[src/gpio_defines.svh]
// constants of the general-purpose io port: offsets, reset values, counts
`ifndef GPIO_DEFINES_SVH
`define GPIO_DEFINES_SVH

// ******************************
// register offsets
// ******************************
`define GPIO_OFS_DOUT     8'h00
`define GPIO_OFS_DIN      8'h04
`define GPIO_OFS_DIR      8'h08
`define GPIO_OFS_SET      8'h0c
`define GPIO_OFS_CLR      8'h10
`define GPIO_OFS_INTEN    8'h14
`define GPIO_OFS_INTMASK  8'h18
`define GPIO_OFS_INTSTAT  8'h1c
`define GPIO_OFS_INTMSTAT 8'h20
`define GPIO_OFS_LEVEL    8'h24
`define GPIO_OFS_BOTH     8'h28
`define GPIO_OFS_POL      8'h2c
`define GPIO_OFS_PULLEN   8'h30
`define GPIO_OFS_PULLUP   8'h34
`define GPIO_OFS_DBEN     8'h38
`define GPIO_OFS_DBPRE    8'h3c

// ******************************
// reset values and counts
// ******************************
`define GPIO_RST_ZERO     32'h0000_0000
`define GPIO_RST_DBPRE    16'h00ff
`define GPIO_DB_TICKS     4
`define GPIO_DB_CW        4

`endif

[src/gpio_pkg.sv]
// types of the general-purpose io port
package gpio_pkg;

   // sense code is {level, both, polarity}
   typedef enum logic [2:0] {
      GPIO_SENSE_RISE = 3'b000,
      GPIO_SENSE_FALL = 3'b001,
      GPIO_SENSE_BOTH = 3'b010,
      GPIO_SENSE_BOTH_ALT = 3'b011,
      GPIO_SENSE_HIGH = 3'b100,
      GPIO_SENSE_LOW = 3'b101
   } gpio_sense_t;

endpackage

[src/gpio_dbnc.sv]
// debounce filter for one synchronised pin
`timescale 1ns/10ps
`include "gpio_defines.svh"

module gpio_dbnc #(
   parameter int TICKS = `GPIO_DB_TICKS,
   parameter int CW = `GPIO_DB_CW
) (
   input wire logic pclk,
   input wire logic presetn,
   input wire logic tick,
   input wire logic en,
   input wire logic d,
   output logic q
);

   generate
      if (TICKS < 1 || TICKS >= (1 << CW)) begin : g_bad
         $error("gpio_dbnc: TICKS does not fit CW");
      end
   endgenerate

   localparam logic [CW-1:0] LAST = CW'(TICKS - 1);

   logic [CW-1:0] cnt_q;
   logic q_q;

   // ******************************
   // stability counter
   // ******************************
   // glitch filter count
   always_ff @(posedge pclk or negedge presetn) begin
      if (!presetn) begin
         cnt_q <= '0;
      end else if (!en || d == q_q) begin
         cnt_q <= '0;
      end else if (tick) begin
         cnt_q <= (cnt_q == LAST) ? '0 : cnt_q + 1'b1;
      end
   end

   always_ff @(posedge pclk or negedge presetn) begin
      if (!presetn) begin
         q_q <= 1'b0;
      end else if (!en) begin
         q_q <= d;
      end else if (tick && d != q_q && cnt_q == LAST) begin
         q_q <= d;
      end
   end

   assign q = q_q;
endmodule

[src/gpio_port.sv]
// general-purpose io port with apb registers, sense logic and debounce
//
// Local design decisions: the address map and the APB register port.
`timescale 1ns/10ps
`include "gpio_defines.svh"

module gpio_port #(
   parameter int N = 32
) (
   input wire logic pclk,
   input wire logic presetn,
   input wire logic psel,
   input wire logic penable,
   input wire logic pwrite,
   input wire logic [7:0] paddr,
   input wire logic [31:0] pwdata,
   output logic [31:0] prdata,
   output logic pready,
   output logic pslverr,
   input wire logic [N-1:0] pad_level,
   output logic [N-1:0] pad_drive,
   output logic [N-1:0] pad_oe_n,
   output logic [N-1:0] pad_pull_en,
   output logic [N-1:0] pad_pull_up,
   output logic irq
);

   generate
      if (N < 1 || N > 32) begin : g_bad
         $error("gpio_port: N must lie in 1..32");
      end
   endgenerate

   localparam logic [N-1:0] RST_N = N'(`GPIO_RST_ZERO);

   // ******************************
   // declarations
   // ******************************
   logic [N-1:0] dout_q;
   logic [N-1:0] dir_q;
   logic [N-1:0] inten_q;
   logic [N-1:0] mask_q;
   logic [N-1:0] stat_q;
   logic [N-1:0] stat_d;
   logic [N-1:0] level_q;
   logic [N-1:0] both_q;
   logic [N-1:0] pol_q;
   logic [N-1:0] pullen_q;
   logic [N-1:0] pullup_q;
   logic [N-1:0] dben_q;
   logic [15:0] dbpre_q;
   logic [15:0] pre_cnt_q;
   logic db_tick;
   logic [N-1:0] sync1_q;
   logic [N-1:0] sync2_q;
   logic [N-1:0] filt;
   logic [N-1:0] prev_q;
   logic [N-1:0] edge_hit;
   logic [N-1:0] lvl_hit;
   logic [N-1:0] is_lvl;
   logic [N-1:0] w1c;
   logic [N-1:0] keep_v;
   logic [N-1:0] wdat;
   logic [31:0] rdata_d;
   logic map_ok;
   logic wr_acc;
   logic setup_ph;
   logic pready_q;
   logic [31:0] prdata_q;
   logic pslverr_q;
   logic irq_q;
   logic [N-1:0] drive_q;
   logic [N-1:0] oe_n_q;
   logic [N-1:0] pull_en_q;
   logic [N-1:0] pull_up_q;

   // ******************************
   // apb slave
   // ******************************
   assign setup_ph = psel && !penable;
   assign wr_acc = psel && penable && pready_q && pwrite;
   assign wdat = pwdata[N-1:0];

   always_comb begin
      rdata_d = 32'h0000_0000;
      map_ok = 1'b1;
      case (paddr)
         `GPIO_OFS_DOUT: rdata_d[N-1:0] = dout_q;
         `GPIO_OFS_DIN: rdata_d[N-1:0] = filt;
         `GPIO_OFS_DIR: rdata_d[N-1:0] = dir_q;
         `GPIO_OFS_SET: rdata_d = 32'h0000_0000;
         `GPIO_OFS_CLR: rdata_d = 32'h0000_0000;
         `GPIO_OFS_INTEN: rdata_d[N-1:0] = inten_q;
         `GPIO_OFS_INTMASK: rdata_d[N-1:0] = mask_q;
         `GPIO_OFS_INTSTAT: rdata_d[N-1:0] = stat_q;
         `GPIO_OFS_INTMSTAT: rdata_d[N-1:0] = stat_q & mask_q;
         `GPIO_OFS_LEVEL: rdata_d[N-1:0] = level_q;
         `GPIO_OFS_BOTH: rdata_d[N-1:0] = both_q;
         `GPIO_OFS_POL: rdata_d[N-1:0] = pol_q;
         `GPIO_OFS_PULLEN: rdata_d[N-1:0] = pullen_q;
         `GPIO_OFS_PULLUP: rdata_d[N-1:0] = pullup_q;
         `GPIO_OFS_DBEN: rdata_d[N-1:0] = dben_q;
         `GPIO_OFS_DBPRE: rdata_d[15:0] = dbpre_q;
         default: map_ok = 1'b0;
      endcase
   end

   // answer is prepared in the setup cycle; access always lasts one cycle
   always_ff @(posedge pclk or negedge presetn) begin
      if (!presetn) begin
         pready_q <= 1'b0;
         prdata_q <= 32'h0000_0000;
         pslverr_q <= 1'b0;
      end else begin
         pready_q <= setup_ph;
         if (setup_ph) begin
            prdata_q <= pwrite ? 32'h0000_0000 : rdata_d;
            pslverr_q <= !map_ok;
         end else begin
            pslverr_q <= 1'b0;
         end
      end
   end

   assign prdata = prdata_q;
   assign pready = pready_q;
   assign pslverr = pslverr_q;

   // ******************************
   // output data and direction
   // ******************************
   // bitwise set and clear
   always_ff @(posedge pclk or negedge presetn) begin
      if (!presetn) begin
         dout_q <= RST_N;
      end else if (wr_acc && paddr == `GPIO_OFS_DOUT) begin
         dout_q <= wdat;
      end else if (wr_acc && paddr == `GPIO_OFS_SET) begin
         dout_q <= dout_q | wdat;
      end else if (wr_acc && paddr == `GPIO_OFS_CLR) begin
         dout_q <= dout_q & ~wdat;
      end
   end

   always_ff @(posedge pclk or negedge presetn) begin
      if (!presetn) begin
         dir_q <= RST_N;
      end else if (wr_acc && paddr == `GPIO_OFS_DIR) begin
         dir_q <= wdat;
      end
   end

   always_ff @(posedge pclk or negedge presetn) begin
      if (!presetn) begin
         drive_q <= RST_N;
         oe_n_q <= ~RST_N;
      end else begin
         drive_q <= dout_q;
         oe_n_q <= ~dir_q;
      end
   end

   assign pad_drive = drive_q;
   assign pad_oe_n = oe_n_q;

   // ******************************
   // configuration registers
   // ******************************
   // interrupt input select
   always_ff @(posedge pclk or negedge presetn) begin
      if (!presetn) begin
         inten_q <= RST_N;
         mask_q <= RST_N;
      end else if (wr_acc && paddr == `GPIO_OFS_INTEN) begin
         inten_q <= wdat;
      end else if (wr_acc && paddr == `GPIO_OFS_INTMASK) begin
         mask_q <= wdat;
      end
   end

   always_ff @(posedge pclk or negedge presetn) begin
      if (!presetn) begin
         level_q <= RST_N;
         both_q <= RST_N;
         pol_q <= RST_N;
      end else if (wr_acc) begin
         if (paddr == `GPIO_OFS_LEVEL) begin
            level_q <= wdat;
         end
         if (paddr == `GPIO_OFS_BOTH) begin
            both_q <= wdat;
         end
         if (paddr == `GPIO_OFS_POL) begin
            pol_q <= wdat;
         end
      end
   end

   always_ff @(posedge pclk or negedge presetn) begin
      if (!presetn) begin
         pullen_q <= RST_N;
         pullup_q <= RST_N;
      end else if (wr_acc && paddr == `GPIO_OFS_PULLEN) begin
         pullen_q <= wdat;
      end else if (wr_acc && paddr == `GPIO_OFS_PULLUP) begin
         pullup_q <= wdat;
      end
   end

   always_ff @(posedge pclk or negedge presetn) begin
      if (!presetn) begin
         pull_en_q <= RST_N;
         pull_up_q <= RST_N;
      end else begin
         pull_en_q <= pullen_q;
         pull_up_q <= pullup_q;
      end
   end

   assign pad_pull_en = pull_en_q;
   assign pad_pull_up = pull_up_q;

   // ******************************
   // input path and debounce
   // ******************************
   always_ff @(posedge pclk or negedge presetn) begin
      if (!presetn) begin
         sync1_q <= RST_N;
         sync2_q <= RST_N;
      end else begin
         sync1_q <= pad_level;
         sync2_q <= sync1_q;
      end
   end

   always_ff @(posedge pclk or negedge presetn) begin
      if (!presetn) begin
         dben_q <= RST_N;
         dbpre_q <= `GPIO_RST_DBPRE;
      end else if (wr_acc && paddr == `GPIO_OFS_DBEN) begin
         dben_q <= wdat;
      end else if (wr_acc && paddr == `GPIO_OFS_DBPRE) begin
         dbpre_q <= pwdata[15:0];
      end
   end

   always_ff @(posedge pclk or negedge presetn) begin
      if (!presetn) begin
         pre_cnt_q <= 16'h0000;
      end else if (pre_cnt_q >= dbpre_q) begin
         pre_cnt_q <= 16'h0000;
      end else begin
         pre_cnt_q <= pre_cnt_q + 16'h0001;
      end
   end

   assign db_tick = (pre_cnt_q >= dbpre_q);

   always_ff @(posedge pclk or negedge presetn) begin
      if (!presetn) begin
         prev_q <= RST_N;
      end else begin
         prev_q <= filt;
      end
   end

   // ******************************
   // per-pin filter and sense
   // ******************************
   generate
      for (genvar i = 0; i < N; i++) begin : g_pin
         gpio_pkg::gpio_sense_t sense;
         logic rise;
         logic fall;

         gpio_dbnc u_dbnc (
            .pclk(pclk),
            .presetn(presetn),
            .tick(db_tick),
            .en(dben_q[i]),
            .d(sync2_q[i]),
            .q(filt[i])
         );

         assign rise = filt[i] && !prev_q[i];
         assign fall = !filt[i] && prev_q[i];

         always_comb begin
            sense = gpio_pkg::gpio_sense_t'({level_q[i], both_q[i], pol_q[i]});
            edge_hit[i] = 1'b0;
            lvl_hit[i] = 1'b0;
            is_lvl[i] = 1'b0;
            case (sense)
               gpio_pkg::GPIO_SENSE_RISE: edge_hit[i] = rise;
               gpio_pkg::GPIO_SENSE_FALL: edge_hit[i] = fall;
               gpio_pkg::GPIO_SENSE_BOTH: edge_hit[i] = rise || fall;
               gpio_pkg::GPIO_SENSE_BOTH_ALT: edge_hit[i] = rise || fall;
               gpio_pkg::GPIO_SENSE_HIGH: begin
                  is_lvl[i] = 1'b1;
                  lvl_hit[i] = filt[i];
               end
               gpio_pkg::GPIO_SENSE_LOW: begin
                  is_lvl[i] = 1'b1;
                  lvl_hit[i] = !filt[i];
               end
               default: begin
                  is_lvl[i] = 1'b1;
                  lvl_hit[i] = pol_q[i] ? !filt[i] : filt[i];
               end
            endcase
            edge_hit[i] = edge_hit[i] && inten_q[i];
            lvl_hit[i] = lvl_hit[i] && inten_q[i];
         end
      end
   endgenerate

   // ******************************
   // interrupt status and request
   // ******************************
   assign w1c = (wr_acc && paddr == `GPIO_OFS_INTSTAT) ? wdat : RST_N;
   assign keep_v = stat_q & ~w1c & ~is_lvl;

   always_comb begin
      stat_d = keep_v | edge_hit | lvl_hit;
   end

   always_ff @(posedge pclk or negedge presetn) begin
      if (!presetn) begin
         stat_q <= RST_N;
      end else begin
         stat_q <= stat_d;
      end
   end

   always_ff @(posedge pclk or negedge presetn) begin
      if (!presetn) begin
         irq_q <= 1'b0;
      end else begin
         irq_q <= |(stat_q & mask_q);
      end
   end

   assign irq = irq_q;
endmodule

[config.mk]
export PLATFORM = sky130hd
export DESIGN_NAME = gpio_port
export DESIGN_NICKNAME = d
export VERILOG_FILES = /design/src/gpio_pkg.sv /design/src/gpio_dbnc.sv /design/src/gpio_port.sv
export VERILOG_INCLUDE_DIRS = /design/src
export SDC_FILE = /design/constraint.sdc
export NUM_CORES = 1
export LEC_CHECK = 0
export BUFFER_PORTS_ARGS = -buffer_cell sky130_fd_sc_hd__buf_2
export CORE_ASPECT_RATIO = 1.2
export CORE_UTILIZATION = 54
export CTS_CLUSTER_SIZE = 10
export DETAILED_ROUTE_END_ITERATION = 10
export GPL_TIMING_DRIVEN = 0
export PLACE_DENSITY = 0.72
export SLEW_MARGIN = 20
export SYNTH_ARGS = -nofsm -noshare
export SYNTH_HDL_FRONTEND = slang
export SYNTH_SLANG_ARGS = --single-unit
[constraint.sdc]
create_clock -name pclk -period 3.25 [get_ports pclk]
set_clock_uncertainty 0.1 [all_clocks]
set_input_delay 0.65 -clock pclk [delete_from_list [all_inputs] [get_ports pclk]]
set_output_delay 0.65 -clock pclk [all_outputs]
set_load 0.01 [all_outputs]
[Yosys cells after proc, flatten, opt, wreduce, memory -nomap -nowiden]
Index checks and enable logic that the tools add are counted.
Operators by class
  add/sub/neg operators: 33
  order comparisons: 1
  equality and inequality tests: 303
  muxes and demuxes: 298
  bitwise gates (word level): 14
  reduce and logical (&&, ||, !) cells: 507
Operators by type and width (count)
  2-to-1 mux 4 bit: 96
  one-hot mux 16 bit (14 select lines): 1
  one-hot mux 16 bit (13 select lines): 1
  logical AND 1 bit: 207
  equality test 3 x 2 -> 1 bit, second input constant: 64
  equality test 3 bit, second input constant: 64
  one-hot mux 1 bit (3 select lines): 64
  2-to-1 mux 32 bit: 5
  2-to-1 mux 1 bit: 130
  adder 4 x 1 -> 4 bit, second input constant: 32
  bitwise AND 32 bit: 4
  equality test 4 x 2 -> 1 bit, second input constant: 32
  NOT 32 bit: 4
  OR reduction 4 bit: 32
  zero test 1 bit: 98
  equality test 3 x 1 -> 1 bit, second input constant: 32
  zero test 3 bit: 32
  bitwise OR 32 bit: 3
  equality test 8 x 6 -> 1 bit, second input constant: 8
  logical OR 1 bit: 64
  inequality test 2 x 1 -> 1 bit, second input constant: 32
  nonzero test 2 bit: 32
  OR reduction 2 bit: 32
  equality test 1 bit: 32
  13 further kinds: 55
Word-level totals
  flip-flop bits (word level): 803
  input bits: 77
  word-level logic and storage cells: 1244

[Longest topological paths before layout]
Gate-level depths: netlist of run 1.
  depth after elaboration: 10
  gate-level depth with buffers: 10

[Modules after synthesis]
A second synthesis of run 1 with hierarchy kept.
Unflattened totals
  cells, all modules: 3095
  area, all modules: 36752.7 sq um
By module, submodules not included
  gpio_port: instances 1, cells each 2327, area an instance 28188.3 sq um
  gpio_dbnc (g_pin[10].u_dbnc ...): instances 31, cells each 24, area an instance 267.8 sq um
  gpio_dbnc (g_pin[0].u_dbnc): instances 1, cells each 24, area an instance 264.0 sq um

[Least setup slack after synthesis of run 1]
No wires, ideal clock.
  path kind: input-to-reg
  start: input paddr[5]
  end: register inten_q[10]
  library setup time: 125 ps
  arrival: 2309 ps
  data required time: 3025 ps
  path slack: 716 ps
  cell stages on the path: 6
  buffers on the path: 3
  path through: buf_4 or4b_1 clkbuf_1 nor3_2 buf_4 mux2_2
On the way
  word-level cells in the longest chain between the ends: 2
Ends and longest elaborated chain
  from (decl): RTL line gpio_port.sv:15  | input wire logic [7:0] paddr,
  equality test 8 x 5 -> 1 bit
  logical AND 1 bit (no line)
  to (signal assigned): RTL line gpio_port.sv:175  | inten_q <= wdat;
  to (decl): RTL line gpio_port.sv:41  | logic [N-1:0] inten_q;
Every way passes these cells.
A chain may end at the register's enable or synchronous reset.

[Final worst setup path of run 1]
  start: input paddr[4]
  end: register prdata_q[15], in the netlist prdata[15]
On the way
  word-level cells in the longest chain between the ends: 3
  elaborated cells between the ends (all ways): 16
  classes of those cells: eq/ne (13); mux (2); reduce/logical (1)
Ends and longest elaborated chain
  equality test 8 x 6 -> 1 bit (tied with other cells): RTL line gpio_port.sv:87  | case (paddr)
  one-hot mux 16 bit (14 select lines) (*): RTL line gpio_port.sv:87
  2-to-1 mux 32 bit (*): RTL line gpio_port.sv:117  | prdata_q <= pwrite ? 32'h0000_0000 : rdata_d;
  to (signal assigned): RTL line gpio_port.sv:117
  to (decl): RTL line gpio_port.sv:69  | logic [31:0] prdata_q;
Mark *: on every way between the ends. The rest lies on a longest branch, timed or not.

==> metrics.cfg, run 1 <==
[synthesis]
yosysTopAreaCell=dfrtp_1
synth_seq_cells=803
syn_area_sq_um=37600
synth_area_leaders=dfrtp_1, mux2_2, ha_1, o21ai_0, nand2_1
async_reset_ff_share_pct=100
synth-main-ff-cell=dfrtp_1
netlist_instances=3397
syn_nets=3587
ys_seq_area_share_pct=53.5
ys_types=78
yosys_warnings=0
synth-edff-count=0
synth_top_area_share_pct=50.7
synth_area_per_cell_sq_um=11.1

[route]
drc=0
drtIter0Drc=3704
via_count=31293
dr_wl_met3_um=14700
drt-met1-wl_um=51500
wl_per_cell_um=28.9
wl_met2_um=60600
finalWirelength_um=137000
antenna_left=0
vias_per_cell=6.59
highest_layer=met5
first_pass_iters=9

[critical_path]
worst_path_max_delay_cell=clkbuf_1
setup.worst_path.start=paddr[4]
arrival_ns=3.95
cp.buffers_inverters=3
cp-end-kind=flip-flop
path_cells=buf_2 > buf_2 > nor4b_2 > clkbuf_1 > nand2_1 > o22a_1 > nand4_1 > a22o_1
worstReg2RegStart=dbpre_q[0]
worstSetupPathType=input pin to flip-flop
cp-start-kind=input pin
crit_top_cell=buf_2
critical_path.top_delay_family=simple AND/OR/NAND/NOR gates
critical-path-max-stage-delay_ns=0.86
critPathRequiredTime_ns=3.75
path_max_fanout=10

[floorplan]
num_rows=105
dieArea_sq_um=70800
fp.dieH_um=291
initial_core_util_pct=54.8
ios=240
die_w_um=243
floorplan.core_area_sq_um=68700

[outcome]
violations=negative setup slack
status=complete, but fails checks

[clock_network]
post_cts_buffers=0
cts.sinks=803
worstSkewPairLatency_ns=0.67
clockRootBuffer=clkbuf_16
cts_tree=done
h-tree-depth=3
clkTransAtPathRegs_ns=0.06
clockBufferDepth=3
cts-buffers-inserted=92

[cells_and_area]
synthToLayoutAreaGrowth_pct=15.1
nFillCells=5636
multi_input_area_sq_um=16000
seqCellArea_sq_um=20100
drive_above_1_share_pct=20.7
fin_cells=4747
fin_nets=3952

[hold_path]
hp-class=input pin to flip-flop
min_from=pad_level[10]

[placement]
hpwl_um=96900
place_ws_ns=-0.891
port_buffers=239
gp_congestion=1.06
dp.cells=4557

[global_route]
grt_pass1_wl_um=201000
grt_pass1_vias=30527
gr-total-overflow=0
grt_max_degree=100
antenna_found_initial=8
grt_use_total_pct=38.9

[flow_run]
drv_cap=0

[sta]
finalCriticalPeriod_ns=3.45
worstMarginPinSlew_ns=1.29
slew_viol_final=0
timing.slew.headroom_pct=13.8
fmax_mhz=290
setup_viol=11
tns_ns=-1.14
setup_ws_ns=-0.198
period_share_pct=106
finalHoldViolCount=0

[pwr]
vdd_drop_max_uv=477
power.density_nw_per_um2=486
p_leak_nw=20.0

final cells by class:
class                   instances  share of cell area [%]
clock inverters                 4                   0.124
plain buffers                 215                    2.29
inverters                     150                    1.30
clock buffers                 165                    6.23
repair buffers                273                    3.92
well taps                     909                    2.62
diodes                          1                 0.00578
multi-input cells            2227                    37.0
flip-flops and latches        803                    46.5
per-stage QoR:
stage | total power, W | hold slack [ns] | instance area, sq um | util [%]
6_report | 0.0211 | 0.0113 | 43300 | 63.1
2_1_floorplan | 0.0108 | 0.231 | 37600 | -
4_1_cts | 0.0210 | 0.000243 | 43300 | 63.0
5_1_grt | 0.0216 | 0.00277 | 43300 | 63.1
3_5_place_dp | 0.0114 | 0.235 | 40300 | 58.6
3_3_place_gp | 0.0114 | 0.231 | 40000 | 58.2
logic make-up (layout without fill, tap and decap cells):
logic type | count (synthesis) | count (layout) | share of synthesized area [%]
buffers and inverters | 367 | 807 | 4.05
other | 0 | 1 | 0
muxes | 352 | 352 | 10.4
adders and majority gates | 113 | 113 | 3.76
DFF | 803 | 803 | 53.5
xor gates and xnor gates | 78 | 78 | 1.81
and+or+nand+nor | 784 | 784 | 10.4
AOI/OAI and AO/OA | 900 | 900 | 16.0
cells in the final DEF (no fill, tap or decap), types with 34 or more instances in the layout:
master | synthesis | final
o21ai_1 | 47 | 47
inv_1 | 150 | 150
a22o_1 | 46 | 46
clkbuf_16 | 0 | 94
o211ai_1 | 100 | 100
dfrtp_1 | 763 | 763
xor2_1 | 37 | 37
mux2_2 | 267 | 267
a21oi_1 | 121 | 120
mux2i_1 | 70 | 70
xnor2_1 | 41 | 41
dfstp_2 | 40 | 40
nand2b_1 | 34 | 34
clkbuf_1 | 125 | 173
and2_1 | 37 | 37
o21ai_0 | 268 | 268
buf_2 | 73 | 311
nor2_1 | 81 | 80
a22oi_1 | 88 | 88
nand3_1 | 131 | 131
nand2_1 | 344 | 344
a21boi_0 | 36 | 36
a32o_1 | 36 | 36
nor3b_1 | 38 | 37
ha_1 | 113 | 113
state kept, by name (all words and copies together), names as in the netlist, 16 cells and up, named ones only:
| register | count |
|---|---|
| dbpre_q | 16 |
| g_pin.u_dbnc.q | 32 |
| pullen_q | 32 |
| inten_q | 32 |
| sync2_q | 32 |
| g_pin.u_dbnc.cnt_q | 128 |
| pad_pull_up | 32 |
| pullup_q | 32 |
| pol_q | 32 |
| both_q | 32 |
| pad_pull_en | 32 |
| stat_q | 32 |
| pad_drive | 32 |
| dir_q | 32 |
| level_q | 32 |
| prdata | 32 |
| pad_oe_n | 32 |
| prev_q | 32 |
| dben_q | 32 |
| mask_q | 32 |
| sync1_q | 32 |
| pre_cnt_q | 16 |
path summary, 6_finish.rpt:
check	endpoint	slack, ns	depth (start not counted)
min in group asynchronous	sync1_q[0]	0.50	2
min	sync1_q[10]	0.01	1
min reg2reg	sync2_q[26]	0.24	0
max reg2reg	g_pin[10].u_dbnc.q	0.07	7
max in group asynchronous	pad_oe_n[18]	0.83	5
max	prdata[15]	-0.20	8
report_power, final:
group | internal (W) | total [W] | switching, W
combinational | 0.000303 | 0.00103 | 0.000725
clock | 0.00558 | 0.00975 | 0.00418
sequential | 0.0101 | 0.0103 | 0.000157
total | 0.0160 | 0.0211 | 0.00506
routing by layer:
layer | vias up | GRT usage (%)
met4 | 8 | 24.7
met5 | - | 0
met1 | 15611 | 49.8
met2 | 2043 | 58.6
met3 | 602 | 10.3
li1 | 13029 | -
timing repair:
| item | CTS | global route |
|---|---|---|
| endpoints found under the hold margin | 100 | 0 |
| setup endpoints to repair | 102 | 138 |
| hold buffers | 22 | 0 |
| gates resized for setup | 12 | 16 |
Yosys cell counts, types with 16 or more instances:
| cell | count |
|---|---|
| o21ai_1 | 47 |
| clkbuf_1 | 125 |
| a2111o_1 | 33 |
| nand2_1 | 344 |
| nor2_1 | 81 |
| dfrtp_1 | 763 |
| and2_1 | 37 |
| a22o_1 | 46 |
| a32o_1 | 36 |
| o211ai_1 | 100 |
| mux2_2 | 267 |
| nor3b_1 | 38 |
| a32oi_1 | 16 |
| xnor2_1 | 41 |
| nand3b_1 | 33 |
| nand3_1 | 131 |
| o22ai_1 | 27 |
| nand2b_1 | 34 |
| buf_2 | 73 |
| a21oi_1 | 121 |
| mux2i_1 | 70 |
| ha_1 | 113 |
| inv_1 | 150 |
| o21ai_0 | 268 |
| a21boi_0 | 36 |
| xor2_1 | 37 |
| dfstp_2 | 40 |
| a22oi_1 | 88 |
No activity file was read; power rests on OpenSTA's default activity.
==> run 2: changes to the inputs <==
SETUP_SLACK_MARGIN = 0.4   (was default)
==> run 2 against run 1 <==
  * The flow now finishes without violations
  * Sequential power about the same
  * Critical endpoint is now prdata[18]
  * Combinational power about the same
  * Critical path type unchanged
  * Largest power group unchanged
  * Register-to-register slack better by 0.31 ns
==> metrics.cfg, run 2 (same netlist as run 1, synthesis figures left out) <==
[hold_path]
hold_end=sync1_q[10]
min_path_cells=1
min_from=pad_level[10]
hp-class=input pin to flip-flop

[floorplan]
num_rows=105
initial_core_util_pct=54.8
fp.dieH_um=291
floorplan.core_area_sq_um=68700
die_w_um=243
ios=240
dieArea_sq_um=70800

[clock_network]
clockBufferDepth=3
worstSkewPairLatency_ns=0.66
h-tree-depth=3
cts_tree=done
cts-buffers-inserted=92
clockRootBuffer=clkbuf_16
clkTransAtPathRegs_ns=0.05
cts.sinks=803

[critical_path]
cp-end-kind=flip-flop
worstRegToRegCells=5
r2r_end=level_q[29]
arrival_ns=3.45
cp-start-kind=input pin
rrSetupSlack_ns=0.38
worstReg2RegStart=pready
worstSetupPathType=input pin to flip-flop
critPathRequiredTime_ns=3.72
path_max_fanout=10

[global_route]
antenna_found_initial=7
grt_max_degree=100
grt_pass1_wl_um=201000
gr-total-overflow=0
grt_use_total_pct=38.9
grt_pass1_vias=30634

[flow_run]
drv_cap=0

[cells_and_area]
drive_above_1_share_pct=22.9
layout.cells.most_common=dfrtp_1
nFillCells=5598
fin_nets=3968
mostFrequentLayoutCells=dfrtp_1, nand2_1, buf_2
synthToLayoutAreaGrowth_pct=16.1
largest-register=g_pin.u_dbnc.cnt_q
largest_reg_flops=128

[placement]
gp_congestion=1.06
port_buffers=239
hpwl_um=96900

[outcome]
status=completed

[sta]
fmax_mhz=336
tns_ns=0
worstMarginPinSlew_ns=1.19
setup_viol=0
timing.slew.headroom_pct=20.4
finalHoldViolCount=0
rsz0062_at_grt=true
finalCriticalPeriod_ns=2.98
period_share_pct=91.7
hold_ws_ns=0.0207
slew_viol_final=0

[route]
drc=0
first_pass_iters=8
wl_per_cell_um=28.8
drtIter0Drc=3858
via_count=31378
antenna_left=0
finalWirelength_um=137000
vias_per_cell=6.58

[pwr]
p_leak_nw=20.3
power.total_w=0.0211
power.density_nw_per_um2=482
vdd_drop_max_uv=477

-- run 2: cell count changes in the layout (fill, tap and decap cells not counted), sizes merged --
cell,previous run,this run
diode,1,5
clkbuf,288,287
buf,340,357
-- run 2: per-stage QoR --
stage	area [sq um]	worst slack [ns]	util, %	std cells
after CTS	43500	0.208	63.3	4755
after floorplan	37600	0.716	-	3397
after global placement	40000	-15.68	58.2	4545
after global routing	43700	0.383	63.6	4762
final	43700	0.271	63.6	4767
after detailed placement	40300	-0.891	58.6	4557
-- run 2: worst max path at each step --
| stage | startpoint | end | slack, ns | depth (start not counted) |
|---|---|---|---|---|
| detailed placement | paddr[4] | prdata[25] | -0.89 | 9 |
| floorplan | paddr[5] | inten_q[10] | 0.72 | 6 |
| global placement | presetn | pad_drive[14] | -15.68 | 1 |
| global route | dbpre_q[0] | pre_cnt_q[11] | 0.38 | 9 |
| CTS | dbpre_q[5] | pre_cnt_q[13] | 0.21 | 9 |
| finish | paddr[4] | prdata[18] | 0.27 | 8 |
-- run 2: layout make-up --
cell class | count | area (sq um) | area share, %
Inverter | 150 | 563 | 1.29
Timing Repair Buffer | 287 | 1820 | 4.16
Tap cell | 909 | 1140 | 2.60
Clock buffer | 165 | 2700 | 6.18
Sequential cell | 803 | 20100 | 46.1
Buffer | 217 | 1150 | 2.64
Antenna cell | 5 | 12.5 | 0.0286
Multi-Input combinational cell | 2227 | 16100 | 36.9
Clock inverter | 4 | 53.8 | 0.123
-- run 2: where the power goes --
| part | leakage [nW] | internal [W] | switching, W | total (W) |
|---|---|---|---|---|
| registers | 10.4 | 0.0101 | 0.000157 | 0.0103 |
| logic | 8.57 | 0.000310 | 0.000733 | 0.00104 |
| clock network | 1.32 | 0.00558 | 0.00415 | 0.00973 |
-- run 2: what timing repair did --
item                                   4_1_cts  5_1_grt
endpoints found under the hold margin      100        0
setup buffers                                7        7
gates cloned                                 0        0
hold buffers                                22        0
setup endpoints to repair                  293      232
resized for setup                           87      115
pin swaps                                    2        3
-- run 2: critical path, stage by stage --
cell       delay, ns
buf_2           0.16
buf_2           0.24
nor4b_2         0.69
clkbuf_2        0.54
nand2_1         0.50
o221ai_1        0.33
a2111oi_0       0.16
o21ai_1         0.16
-- run 2: per-layer routing --
layer	part of all wire (%)	up-vias	routed length [um]	track usage (%)
met5	0.0095	-	13	0
met4	7.8	2	10700	25.4
met2	44	2145	60300	58.5
li1	-	13078	-	-
met1	37	15552	50400	49.8
met3	11	601	15700	10.2
